[config.mk]
export PLATFORM = sky130hd
export DESIGN_NAME = cpu_pipeline_stage_flow
export DESIGN_NICKNAME = d
export VERILOG_FILES = /design/src/hw/cpu_pipe_pkg.sv /design/src/hw/cpu_pipeline_stage_flow.sv
export VERILOG_INCLUDE_DIRS = /design/src /design/src/hw
export SDC_FILE = /design/constraint.sdc
export NUM_CORES = 2
export LEC_CHECK = 0
export ABC_AREA = 0
export BUFFER_PORTS_ARGS = -buffer_cell sky130_fd_sc_hd__buf_2
export CORE_ASPECT_RATIO = 0.5
export CORE_MARGIN = 2
export CORE_UTILIZATION = 30
export CTS_CLUSTER_DIAMETER = 120
export DETAILED_ROUTE_END_ITERATION = 16
export GPL_TIMING_DRIVEN = 1
export PLACE_DENSITY = 0.49
export SLEW_MARGIN = 20
export SYNTH_ARGS = -nofsm -noshare
export SYNTH_HDL_FRONTEND = slang
export SYNTH_SLANG_ARGS = --single-unit
export TNS_END_PERCENT = 20
[constraint.sdc]
create_clock -name core_clk -period 34.8 [get_ports core_clk]
set_clock_uncertainty 0.05 [all_clocks]
set_input_delay 1.74 -clock core_clk [delete_from_list [all_inputs] [get_ports core_clk]]
set_output_delay 1.74 -clock core_clk [all_outputs]
set_load 0.05 [all_outputs]
[src/hw/cpu_pipe_defs.svh]
// cpu_pipe_defs.svh: encodings, addresses, register offsets and field positions of the pipeline block
// assumes: included by bare name from the package and from the pipeline module
`ifndef CPU_PIPE_DEFS_SVH
`define CPU_PIPE_DEFS_SVH

// full-width instruction encodings
`define OPC_SPECIAL 6'h00
`define OPC_BEQ 6'h04
`define OPC_LW 6'h23
`define OPC_SW 6'h2b
`define FN_ADD 6'h20
`define FN_JUMP_LINK_REGISTER_OP 6'h09
`define FN_TLT 6'h32
// compressed instruction major codes (bits 15:11 of the short word)
`define C16_ADD 5'h01
`define C16_JUMP_LINK_REGISTER_OP 5'h02
`define C16_BEQ 5'h03
`define C16_LW 5'h04
`define C16_SW 5'h05

// program counter constants
`define RESET_PC 32'h0000_0000
`define TRAP_VECTOR 32'h0000_0080
`define PC_STEP 32'h0000_0004
`define LINK_STEP_FULL 32'h0000_0008
`define LINK_STEP_SHORT 32'h0000_0004
`define LINK_REG 5'h1f
`define ICACHE_INDEX_MSB 10
`define TRAP_CODE 5'h0d

// register offsets (byte addresses)
`define REG_CTRL 12'h000
`define REG_EPC 12'h004
`define REG_CAUSE 12'h008
`define REG_STATUS 12'h00c
`define REG_FETCH_PC 12'h010
`define REG_MISS_COUNT 12'h014
// field positions
`define CTRL_SHORT_BIT 0
`define CTRL_DC2_BIT 1
`define CTRL_RUN_BIT 2
`define CAUSE_BD_BIT 31
`define CAUSE_CODE_LSB 2
`define CAUSE_CODE_MSB 6
`define STATUS_EXL_BIT 1
`define CTRL_RESET 3'h0

`endif

[src/hw/cpu_pipe_pkg.sv]
// cpu_pipe_pkg: operation enumeration and stage latch layout for the pipeline block
// assumes: the defines header sits beside it
`include "cpu_pipe_defs.svh"
package cpu_pipe_pkg;
	// operations the pipeline knows; op_nop is the bubble and must stay first
	typedef enum logic [2:0] {op_nop, op_add, op_jump_link_register_op, op_beq, op_tlt, op_lw, op_sw} op_t;
	// one stage output latch
	typedef struct packed {
		op_t op;
		logic [31:0] pc;
		logic [4:0] dst;
		logic [31:0] a;
		logic [31:0] b;
		logic [31:0] res;
		logic slot;
		logic trap;
		logic hit;
	} stage_t;
endpackage

[src/hw/cpu_pipeline_stage_flow.sv]
// cpu_pipeline_stage_flow: scalar in-order pipeline fetch, expand, operand fetch, execute, cache, cache2, writeback
// assumes: instruction and data caches with translation answer in the same cycle on core_clk, APB master on core_clk
// Functional notes
// - fetch indexes low 11 bits, checks tag, adds 4
// - compressed mode expands short words before operand fetch
// - two register reads with execute and cache bypass
// - execute drives ALU, latches result
// - add passes result through cache stage
// - writeback writes destination register
// - jump-link loads pc, link is pc+8 or +4
// - link travels execute, cache, writeback latches
// - empty jump-link destination means register 31
// - branch-equal compares operands, picks next pc
// - branch pc valid at next fetch; later stages idle
// - trap-less-than subtracts, traps, kills younger work
// - trap writeback records return address, code, flags
// - no trap-less-than in compressed mode
// - load address is base plus offset
// - load checks tag, aligns data into latch
// - second cache stage latches aligned load data
// - load writes target register in writeback
// - store data passes bypass into shifter
// - store aligns data in execute, before tag access
// - store writes cache only on hit
// - store holds cache two cycles, three with second cache stage, slips follower
// - load after store waits one clock, two with second cache stage
//
// Register access over APB and the register offsets were left to the implementer.
`timescale 1ns/10ps
`include "cpu_pipe_defs.svh"
module cpu_pipeline_stage_flow (
	input wire logic core_clk,
	input wire logic rst,
	input wire logic psel,
	input wire logic penable,
	input wire logic pwrite,
	input wire logic [11:0] paddr,
	input wire logic [31:0] pwdata,
	output logic [31:0] prdata,
	output logic pready,
	output logic pslverr,
	output logic [31:0] icache_vaddr,
	output logic [10:0] icache_index,
	input wire logic [31:0] icache_rdata,
	input wire logic [19:0] icache_tag,
	input wire logic [19:0] inst_page_frame,
	output logic dcache_rd_en,
	output logic [31:0] dcache_rd_addr,
	input wire logic [31:0] dcache_rdata,
	input wire logic [19:0] dcache_tag,
	input wire logic [19:0] data_page_frame,
	output logic dcache_wr_en,
	output logic [31:0] dcache_wr_addr,
	output logic [31:0] dcache_wr_data
);
	// control and exception state
	logic [2:0] ctrl; // run, second cache stage enable, compressed mode
	logic [31:0] exception_return_addr;
	logic [4:0] exception_code_field;
	logic delay_slot_flag;
	logic exception_level_flag;
	logic [31:0] miss_count; // data tag misses seen in the cache stage
	logic run, short_mode, dc2_en;
	// front end latches
	logic [31:0] fetch_pc;
	logic it_valid, rf_valid, rf_slot;
	logic [31:0] it_word, it_pc, rf_word, rf_pc;
	// back end latches: ex_q feeds execute, dc_q is the ALU output latch
	cpu_pipe_pkg::stage_t ex_q, dc_q, c2_q, wb_q, wb_src, next_ex;
	logic [31:0] general_register [0:31];
	// decode and datapath wires
	cpu_pipe_pkg::op_t rf_op;
	logic [4:0] rf_rs, rf_rt;
	logic [31:0] opnd_a, opnd_b, rf_imm, branch_next_pc, ex_out, ex_diff, dc_out;
	logic ic_hit, dc_hit, ex_lt, trap_now, load_slip, store_slip, front_go, redirect;
	logic [31:0] redirect_pc;

	assign run = ctrl[`CTRL_RUN_BIT];
	assign short_mode = ctrl[`CTRL_SHORT_BIT];
	assign dc2_en = ctrl[`CTRL_DC2_BIT];

	// operations that leave a value for the register file
	function automatic logic writes_reg(input cpu_pipe_pkg::op_t o);
		return (o == cpu_pipe_pkg::op_add) || (o == cpu_pipe_pkg::op_jump_link_register_op) || (o == cpu_pipe_pkg::op_lw);
	endfunction

	// bypass select: youngest producer ahead wins, register zero reads zero
	function automatic logic [31:0] bypass(input logic [4:0] idx, input cpu_pipe_pkg::stage_t e,
		input logic [31:0] e_val, input cpu_pipe_pkg::stage_t d, input logic [31:0] d_val,
		input cpu_pipe_pkg::stage_t c, input cpu_pipe_pkg::stage_t w, input logic w_on,
		input logic [31:0] reg_val);
		logic [31:0] v;
		v = reg_val;
		if (idx == 5'h00)
			v = 32'h0000_0000;
		else if (writes_reg(e.op) && e.dst == idx)
			v = e_val;
		else if (writes_reg(d.op) && d.dst == idx)
			v = d_val;
		else if (writes_reg(c.op) && c.dst == idx)
			v = c.res;
		else if (w_on && writes_reg(w.op) && w.dst == idx)
			v = w.res;
		return v;
	endfunction

	// short word to full-width word; there is no short trap form
	function automatic logic [31:0] expand16(input logic [15:0] h);
		logic [31:0] w;
		w = 32'h0000_0000;
		case (h[15:11])
			`C16_ADD: w = {`OPC_SPECIAL, 2'b00, h[7:5], 2'b00, h[4:2], 2'b00, h[10:8], 5'h00, `FN_ADD};
			`C16_JUMP_LINK_REGISTER_OP: w = {`OPC_SPECIAL, 2'b00, h[7:5], 5'h00, 5'h00, 5'h00, `FN_JUMP_LINK_REGISTER_OP};
			`C16_BEQ: w = {`OPC_BEQ, 2'b00, h[10:8], 2'b00, h[7:5], {11{h[4]}}, h[4:0]};
			`C16_LW: w = {`OPC_LW, 2'b00, h[7:5], 2'b00, h[10:8], 9'h000, h[4:0], 2'b00};
			`C16_SW: w = {`OPC_SW, 2'b00, h[7:5], 2'b00, h[10:8], 9'h000, h[4:0], 2'b00};
			default: w = 32'h0000_0000; // unknown short code becomes a bubble
		endcase
		return w;
	endfunction

	// full-width decode; the trap form is refused while in compressed mode
	function automatic cpu_pipe_pkg::op_t decode_op(input logic [31:0] w, input logic short_on);
		cpu_pipe_pkg::op_t o;
		o = cpu_pipe_pkg::op_nop;
		if (w[31:26] == `OPC_SPECIAL && w[5:0] == `FN_ADD)
			o = cpu_pipe_pkg::op_add;
		else if (w[31:26] == `OPC_SPECIAL && w[5:0] == `FN_JUMP_LINK_REGISTER_OP)
			o = cpu_pipe_pkg::op_jump_link_register_op;
		else if (w[31:26] == `OPC_SPECIAL && w[5:0] == `FN_TLT && !short_on)
			o = cpu_pipe_pkg::op_tlt;
		else if (w[31:26] == `OPC_BEQ)
			o = cpu_pipe_pkg::op_beq;
		else if (w[31:26] == `OPC_LW)
			o = cpu_pipe_pkg::op_lw;
		else if (w[31:26] == `OPC_SW)
			o = cpu_pipe_pkg::op_sw;
		return o;
	endfunction

	// fetch side: index with the low address bits, tag against translated frame
	assign icache_vaddr = fetch_pc;
	assign icache_index = fetch_pc[`ICACHE_INDEX_MSB:0];
	assign ic_hit = (icache_tag == inst_page_frame);

	// operand fetch: decode, two register reads with bypass
	assign rf_op = rf_valid ? decode_op(rf_word, short_mode) : cpu_pipe_pkg::op_nop;
	assign rf_rs = rf_word[25:21];
	assign rf_rt = rf_word[20:16];
	assign rf_imm = {{16{rf_word[15]}}, rf_word[15:0]};
	assign opnd_a = bypass(rf_rs, ex_q, ex_out, dc_q, dc_out, c2_q, wb_q, dc2_en,
		general_register[rf_rs]);
	assign opnd_b = bypass(rf_rt, ex_q, ex_out, dc_q, dc_out, c2_q, wb_q, dc2_en,
		general_register[rf_rt]);
	assign branch_next_pc = (opnd_a == opnd_b) ? rf_pc + rf_imm : rf_pc + `PC_STEP;

	// a load in execute has no data yet, so a reader of its target waits a cycle
	assign load_slip = rf_valid && ex_q.op == cpu_pipe_pkg::op_lw && ex_q.dst != 5'h00
		&& (ex_q.dst == rf_rs || ex_q.dst == rf_rt);
	// a store holds the cache from its tag access until its write; a memory op right behind it
	// in execute waits, so it never reads the cache before the store data has landed
	assign store_slip = (ex_q.op == cpu_pipe_pkg::op_lw || ex_q.op == cpu_pipe_pkg::op_sw)
		&& (dc_q.op == cpu_pipe_pkg::op_sw || (dc2_en && c2_q.op == cpu_pipe_pkg::op_sw));
	assign front_go = run && !load_slip && !store_slip;
	assign redirect = rf_op == cpu_pipe_pkg::op_jump_link_register_op
		|| (rf_op == cpu_pipe_pkg::op_beq && opnd_a == opnd_b);
	assign redirect_pc = (rf_op == cpu_pipe_pkg::op_jump_link_register_op) ? opnd_a : branch_next_pc;

	// execute: ALU, subtract for the trap test, address add, store shifter
	assign ex_diff = ex_q.a - ex_q.b;
	assign ex_lt = (ex_q.a[31] != ex_q.b[31]) ? ex_q.a[31] : ex_diff[31];
	assign trap_now = run && ex_q.op == cpu_pipe_pkg::op_tlt && ex_lt;
	always_comb
	begin
		case (ex_q.op)
			cpu_pipe_pkg::op_add: ex_out = ex_q.a + ex_q.b;
			cpu_pipe_pkg::op_jump_link_register_op: ex_out = ex_q.res; // link latch onward
			cpu_pipe_pkg::op_tlt: ex_out = ex_diff;
			cpu_pipe_pkg::op_lw: ex_out = ex_q.a + ex_q.res;
			cpu_pipe_pkg::op_sw: ex_out = ex_q.a + ex_q.res;
			default: ex_out = 32'h0000_0000; // branch and bubble do nothing here
		endcase
	end

	// cache stage: tag check, load data through the aligner (word access, no shift)
	assign dc_hit = (dcache_tag == data_page_frame);
	assign dc_out = (dc_q.op == cpu_pipe_pkg::op_lw) ? dcache_rdata : dc_q.res;
	assign dcache_rd_en = run && (dc_q.op == cpu_pipe_pkg::op_lw || dc_q.op == cpu_pipe_pkg::op_sw);
	assign dcache_rd_addr = dc_q.res;

	// writeback reads the second cache latch only when that stage is switched on
	assign wb_src = dc2_en ? wb_q : c2_q;
	assign dcache_wr_en = run && wb_src.op == cpu_pipe_pkg::op_sw && wb_src.hit;
	assign dcache_wr_addr = wb_src.res;
	assign dcache_wr_data = wb_src.b;

	// fetch program counter: trap vector over redirect over sequential step
	always_ff @(posedge core_clk or posedge rst)
	begin
		if (rst)
			fetch_pc <= `RESET_PC;
		else if (trap_now)
			fetch_pc <= `TRAP_VECTOR;
		else if (front_go && redirect)
			fetch_pc <= redirect_pc; // valid when the next fetch starts
		else if (front_go && ic_hit)
			fetch_pc <= fetch_pc + `PC_STEP; // a tag miss retries the same address
	end

	// expansion stage latch; the word fetched beside a redirect is dropped
	always_ff @(posedge core_clk or posedge rst)
	begin
		if (rst)
		begin
			it_valid <= 1'b0;
			it_word <= 32'h0000_0000;
			it_pc <= 32'h0000_0000;
		end
		else if (trap_now)
			it_valid <= 1'b0;
		else if (front_go)
		begin
			it_valid <= ic_hit && !redirect;
			it_word <= icache_rdata;
			it_pc <= fetch_pc;
		end
	end

	// operand fetch latch; in compressed mode the slot after a redirect is dropped too
	always_ff @(posedge core_clk or posedge rst)
	begin
		if (rst)
		begin
			rf_valid <= 1'b0;
			rf_word <= 32'h0000_0000;
			rf_pc <= 32'h0000_0000;
			rf_slot <= 1'b0;
		end
		else if (trap_now)
			rf_valid <= 1'b0;
		else if (front_go)
		begin
			rf_valid <= it_valid && !(redirect && short_mode);
			rf_word <= short_mode ? expand16(it_word[15:0]) : it_word;
			rf_pc <= it_pc;
			rf_slot <= (rf_op == cpu_pipe_pkg::op_jump_link_register_op || rf_op == cpu_pipe_pkg::op_beq) && !short_mode;
		end
	end

	// build the execute latch from decoded operands
	always_comb
	begin
		next_ex = '0;
		next_ex.op = rf_op;
		next_ex.pc = rf_pc;
		next_ex.a = opnd_a;
		next_ex.b = opnd_b;
		next_ex.slot = rf_slot;
		next_ex.res = rf_imm; // offset for loads and stores
		next_ex.dst = 5'h00;
		if (rf_op == cpu_pipe_pkg::op_add)
			next_ex.dst = rf_word[15:11];
		else if (rf_op == cpu_pipe_pkg::op_lw)
			next_ex.dst = rf_rt;
		else if (rf_op == cpu_pipe_pkg::op_jump_link_register_op)
		begin
			next_ex.dst = (rf_word[15:11] == 5'h00) ? `LINK_REG : rf_word[15:11];
			next_ex.res = rf_pc + (short_mode ? `LINK_STEP_SHORT : `LINK_STEP_FULL);
		end
	end

	// execute latch: held in a store slip, bubble in a load slip
	always_ff @(posedge core_clk or posedge rst)
	begin
		if (rst)
			ex_q <= '0;
		else if (trap_now)
			ex_q <= '0;
		else if (run && !store_slip)
			ex_q <= load_slip ? '0 : next_ex;
	end

	// ALU output latch; a store slip sends a bubble down while the back end runs on
	always_ff @(posedge core_clk or posedge rst)
	begin
		if (rst)
			dc_q <= '0;
		else if (run)
		begin
			if (store_slip)
				dc_q <= '0;
			else
			begin
				dc_q <= ex_q;
				dc_q.res <= ex_out;
				dc_q.b <= ex_q.b << {ex_q.res[1:0] + ex_q.a[1:0], 3'b000}; // main shifter
				dc_q.trap <= trap_now;
			end
		end
	end

	// cache stage output latch and second cache stage latch
	always_ff @(posedge core_clk or posedge rst)
	begin
		if (rst)
		begin
			c2_q <= '0;
			wb_q <= '0;
		end
		else if (run)
		begin
			c2_q <= dc_q; // add and link pass unchanged
			c2_q.res <= dc_out;
			c2_q.hit <= dc_hit; // store data already aligned
			wb_q <= c2_q;
		end
	end

	// register file write port; register zero stays zero
	always_ff @(posedge core_clk)
	begin
		if (run && !rst && writes_reg(wb_src.op) && wb_src.dst != 5'h00)
			general_register[wb_src.dst] <= wb_src.res;
	end

	// exception record; a trap arriving with a software clear keeps the level flag set
	always_ff @(posedge core_clk or posedge rst)
	begin
		if (rst)
		begin
			exception_return_addr <= 32'h0000_0000;
			exception_code_field <= 5'h00;
			delay_slot_flag <= 1'b0;
			exception_level_flag <= 1'b0;
		end
		else if (run && wb_src.trap)
		begin
			exception_return_addr <= wb_src.pc;
			exception_code_field <= `TRAP_CODE;
			delay_slot_flag <= wb_src.slot;
			exception_level_flag <= 1'b1;
		end
		else if (psel && penable && pwrite && paddr == `REG_STATUS && !pwdata[`STATUS_EXL_BIT])
			exception_level_flag <= 1'b0;
	end

	// data tag miss counter, read only
	always_ff @(posedge core_clk or posedge rst)
	begin
		if (rst)
			miss_count <= 32'h0000_0000;
		else if (dcache_rd_en && !dc_hit)
			miss_count <= miss_count + 32'h0000_0001;
	end

	// known register offsets
	function automatic logic reg_known(input logic [11:0] a);
		return a == `REG_CTRL || a == `REG_EPC || a == `REG_CAUSE || a == `REG_STATUS
			|| a == `REG_FETCH_PC || a == `REG_MISS_COUNT;
	endfunction

	// APB: zero wait states, unmapped offsets answer with an error and no effect
	assign pready = 1'b1;
	assign pslverr = psel && penable && !reg_known(paddr);

	// control register write
	always_ff @(posedge core_clk or posedge rst)
	begin
		if (rst)
			ctrl <= `CTRL_RESET;
		else if (psel && penable && pwrite && paddr == `REG_CTRL)
			ctrl <= pwdata[2:0];
	end

	// read data is captured in the setup cycle so it leaves a flip-flop in the access cycle
	always_ff @(posedge core_clk or posedge rst)
	begin
		if (rst)
			prdata <= 32'h0000_0000;
		else if (psel && !penable)
		begin
			if (paddr == `REG_CTRL)
				prdata <= {29'h0000_0000, ctrl};
			else if (paddr == `REG_EPC)
				prdata <= exception_return_addr;
			else if (paddr == `REG_CAUSE)
				prdata <= {delay_slot_flag, 24'h00_0000, exception_code_field, 2'b00};
			else if (paddr == `REG_STATUS)
				prdata <= {30'h0000_0000, exception_level_flag, 1'b0};
			else if (paddr == `REG_FETCH_PC)
				prdata <= fetch_pc;
			else if (paddr == `REG_MISS_COUNT)
				prdata <= miss_count;
			else
				prdata <= 32'h0000_0000;
		end
	end
endmodule

### After elaboration in Yosys (flattened, before gate mapping)

Memories as Yosys holds them, arrays and structs flattened.
Index checks and enable logic that the tools add are counted.

* bitwise logic cells: 1
* shifts and indexed selects: 1
* mux-type cells: 54
* $add $sub $neg: 9
* reductions and logical operators: 89
* equal/unequal tests: 52

Operator list (count)
* $mux 32: 26
* $mux 139: 5
* $pmux 32 s5: 1
* $pmux 32 s4: 1
* $add 32x32->32: 3
* $add 32x3->32 const B: 2
* $logic_and 1x1->1: 45
* $eq 20x20->1: 2
* $eq 5x5->1: 8
* $eq 3x3->1 const B: 11
* $add 32x1->32 const B: 1
* $add 32x4->32: 1
* $eq 32x32->1: 1
* $shl 32x5->32: 1
* $sub 32x32->32: 1
* $eq 12x4->1 const B: 2
* $eq 12x5->1 const B: 2
* $eq 6x6->1 const B: 4
* $eq 3x2->1 const B: 7
* $logic_or 1x1->1: 21
* $mux 3: 7
* $mux 5: 4
* $eq 3x1->1 const B: 6
* $logic_not 5->1: 3
* 19 further kinds: 41

* flip-flop bits (word level): 819
* word-level logic and storage cells: 256
* memories kept: 1
* RAM bits: 1024
* output and inout port bits: 175
* bits of input ports: 193

Memory list
* general_register: depth 32, width 32, read ports 2, clocked after Yosys merged registers in 0, write ports 1, RTL line cpu_pipeline_stage_flow.sv:70 `logic [31:0] general_register [0:31];`

### Logic depth before layout (Yosys ltp)

* word-level depth: 18
* mapped depth: 26
* gate-level depth less buffers: 23

### Least setup slack after synthesis

No wires, ideal clock.

* kind: input port to flip-flop
* start: input port rst
* end: memory general_register[18][0] (enable)
* library setup time: 0.421 ns
* required time: 34.329 ns
* buffers on the path: 0
* arrival: 20.002 ns
* stages: 5
* path slack: 14.326 ns
* cells stage by stage: inv_1 > o211ai_1 > nor2_1 > nand2_1 > nor2_1

* cells in the longest elaborated chain, start to end: 6

Ends and longest elaborated chain
* from (decl): RTL line cpu_pipeline_stage_flow.sv:33 `input wire logic rst,`
* $logic_not 1->1 (no source line)
* $logic_and 1x1->1 (3 in series): RTL line cpu_pipeline_stage_flow.sv:322 `if (run && !rst && writes_reg(wb_src.op) && wb_src.dst != 5'h00)`
* $mux 1: RTL line cpu_pipeline_stage_flow.sv:322
* $mux 1 (implied by the code): RTL line cpu_pipeline_stage_flow.sv:323 `general_register[wb_src.dst] <= wb_src.res;`
* to (decl): RTL line cpu_pipeline_stage_flow.sv:70

No other way between the ends.

### Worst setup path in the final report

* start: register ex_q[137] (netlist name)
* end: register fetch_pc[21] (netlist: icache_vaddr[21])

* cells in the longest elaborated chain, start to end: 12
* elaborated cells on any way between the ends: 36
* those cells by class: 6 x eq/ne; 9 x mux; 21 x reduce/logical

Ends and longest elaborated chain
* from (decl): RTL line cpu_pipeline_stage_flow.sv:69 `cpu_pipe_pkg::stage_t ex_q, dc_q, c2_q, wb_q, wb_src, next_ex;`
* from (signal assigned): RTL line cpu_pipeline_stage_flow.sv:280 `ex_q <= load_slip ? '0 : next_ex;`
* parallel branches: the longest is 12 deep, another holds $pmux 32 s4
* to (signal assigned): RTL line cpu_pipeline_stage_flow.sv:201 `` fetch_pc <= `RESET_PC; ``
* to (signal assigned): RTL line cpu_pipeline_stage_flow.sv:203 `` fetch_pc <= `TRAP_VECTOR; ``
* to (signal assigned): RTL line cpu_pipeline_stage_flow.sv:205 `fetch_pc <= redirect_pc;`
* to (decl): RTL line cpu_pipeline_stage_flow.sv:65 `logic [31:0] fetch_pc;`

Several ways; the timed one is not identified.
A chain may end at the register's enable or synchronous reset.

==> summary.txt <==
outcome: complete, no violations
routed len/inst: 29.2 um
first-pass GRT wire length: 469 mm
mux share of post-synthesis cell area: 0.186
P_sw: 967 uW
Synth cell types: 109
vias in the first global route: 61700
RD Place Congestion: 0.933
stages on the worst setup path: 20
routed via count: 63300
Crit path arrival time: 10020 ps
simple-gate area share of the yosys netlist: 0.0789
largest family of logic cells by synthesized area: multiplexers
clk_lat worst skew: 890 ps
Clock Sinks: 1746
hold depth: 2
worst-path fanout max: 34
power share of the clock group: 0.450
Synth Area in Compound Gates: 0.113
sequential share of power: 0.514
crit path cell chain: nor2b_1 > o21ai_4 > buf_4 > mux2_2 > ha_1 > o21ai_0 > o21ai_1 > nand3_1 > and3_1 > o31a_1 > or3_1 > a211oi_2 > o21ai_0 > xnor2_1 > a2111oi_4 > nand4_2 > or3_4 > a21o_1 > nand3_1 > o32ai_1
adder-cell area share of the yosys netlist: 0.0152
Synth Cell Area: 0.0903 mm2
number of synthesized register bits: 1746
xor-xnor portion of the synthesized cell area: 0.0237
Layout area overhead: 12.4%
post-synthesis area per instance: 12.9 um2
Root Buffer: clkbuf_16
setup TNS: 0 ps
H-tree depth: 4
Worst Path Buf+Inv: 1
number of synthesized flops with an enable pin: 1024
crit share post-route: 0.270
# rows: 142
Max Slew Vio Count: 0
FFs w/ async S/R, synth: 0.414
# Post-CTS Setup Buffers: 0
startpoint types: flop
CP Capture Type: flop
Final Hold Fails: 0
RSZ-0062 raised after global routing: false
Crit path largest cell delay: 880 ps
# setup viols final: 0
Num CTS Buffers: 183
Overflow after GRT: 0
share of layout cells above drive strength 1: 0.228
switch share: 0.226
Final ANT Viol Nets: 0
fin crit period: 9410 ps
Max Cap Viol: 0
commonest non-fill, non-tap cells in the layout: edfxtp_1 (1024), nand2_1 (756), dfrtp_1 (710)
initial core utilization: 0.301
Least-Margin Pin Slew: 1210 ps
TritonCTS clock tree: done
drt via density: 5.58
Power Density: 42.1 mW/mm2
Fin Hold WS: 360 ps
DRC: 0
Top FF cell, synth: edfxtp_1
cts hold-fix bufs: 0
YS warnings: 0
clock-pin slew on the worst setup and hold paths: 70 ps
Ports: 368
Vert. Die Dim: 392 um
max_slew headroom: 0.172
Crit-path slowest cell: a211oi_2
Post-CTS Resized: 0
GRT Overall Usage: 0.210
CP Data Required Time: 35410 ps
fin nets: 7466
Routed WL: 331 mm
combinational share of power: 0.036
critical setup path kind: reg2reg
R2R depth: 20
fmax: 106 MHz
1st-pass router iterations: 6
HP Class: reg2reg
most common cell after layout, fill and taps aside: edfxtp_1
Post-Synthesis Cells: 6993
port buffer count: 337
Worst VDD drop: 0.0000412 V
hpwl dp: 216 mm
Core ar.: 0.300 mm2
Crit path max-delay family: compound AO/OA/AOI/OAI gates
post-synthesis sequential area ratio: 0.541
Die W: 780 um
pin count of the biggest net entering global routing: 100
die area: 0.306 mm2
DRT iter0 DRCs: 7333
Int Power: 3.31 mW
CTS Buffer Depth: 4
antenna violations before repair: 14
Leak: 34.8 nW
fin util: 0.339
## state kept, by name, summed over array words and instances, names as in the netlist, 74 cells and up
register          cells
wb_q                107
ex_q                137
dc_q                 74
general_register   1024
c2_q                107
## logic make-up (layout without fill, tap and decap cells)
kind of cell | count (synthesis) | in the layout
AO/OA/AOI/OAI | 1527 | 1527
XOR/XNOR | 244 | 244
adder cells (fa/ha/maj) | 107 | 107
buffers and inverters | 725 | 1006
flip-flops | 1746 | 1746
multiplexers | 1064 | 1064
other | 2 | 36
AND/OR/NAND/NOR | 1578 | 1578
## worst reg2reg max path, cell delays in order (launching register included)
cell	delay, ps
dfrtp_1	680
nor2b_1	340
o21ai_4	200
buf_4	520
mux2_2	420
ha_1	360
o21ai_0	130
o21ai_1	620
nand3_1	240
and3_1	250
o31a_1	370
or3_1	390
a211oi_2	880
o21ai_0	630
xnor2_1	360
a2111oi_4	280
nand4_2	350
or3_4	670
a21o_1	410
nand3_1	850
o32ai_1	240
## synth_stat cells, drive strengths merged, types with 156 or more instances
master / number / area (um2)
a21oi: 260 / 1300
buf: 299 / 2210
clkbuf: 269 / 1010
dfrtp: 722 / 18100
edfxtp: 1024 / 30700
inv: 156 / 586
mux2: 287 / 3230
mux2i: 313 / 3130
mux4: 464 / 10500
nand2: 759 / 2850
nor2: 314 / 1180
o21ai: 479 / 2400
## stage by stage
step / power (mW) / cell area (um2) / cells / worst slack (ps)
after floorplan: 2.33 / 90400 / 7024 / 12740
after detailed placement: 2.39 / 95800 / 11000 / 25560
after global routing: 4.41 / 102000 / 11300 / 25250
after global placement: 2.39 / 95800 / 11000 / 25560
final: 4.27 / 102000 / 11300 / 25390
after CTS: 4.31 / 101000 / 11300 / 25570
## worst paths after layout
kind / to / slack [ps] / from
min: dc_q[131]$_DFFE_PP0P_ / 360 / ex_q[131]$_DFFE_PP0P_
max: icache_vaddr[21]$_DFFE_PP0P_ / 25390 / ex_q[137]$_DFFE_PP0P_
max in group asynchronous: exception_return_addr[16]$_DFFE_PP0P_ / 31220 / rst
min in group asynchronous: wb_q[7]$_DFFE_PP0P_ / 890 / rst
max reg2reg: icache_vaddr[21]$_DFFE_PP0P_ / 25390 / ex_q[137]$_DFFE_PP0P_
min reg2reg: dc_q[131]$_DFFE_PP0P_ / 360 / ex_q[131]$_DFFE_PP0P_
## layer usage
metal  global-route usage  vias up  wire length (um)
met5                    0        -                13
met1                0.293    33100            143000
met2                0.329     2535            148000
met4               0.0826        2             15000
li1                     -    27100                 -
met3               0.0328      540             24400
## power groups by stage
stage / clock [mW] / combinational (mW) / sequential, mW
2_1_floorplan: 0 / 0.100 / 2.23
3_3_place_gp: 0 / 0.152 / 2.24
3_5_place_dp: 0 / 0.153 / 2.24
4_1_cts: 1.97 / 0.153 / 2.19
5_1_grt: 2.05 / 0.166 / 2.19
6_report: 1.92 / 0.154 / 2.19
## final cells by class
type,instances,area [um2]
Antenna cell,3,7.51
Tap cell,4032,5040
Clock buffer,247,5050
Inverter,157,597
Clock inverter,77,592
Sequential cell,1746,48900
Timing Repair Buffer,525,3140
Multi-Input combinational cell,4553,38200
Fill cell,29700,198000
Power figures use the tool's default switching activity.
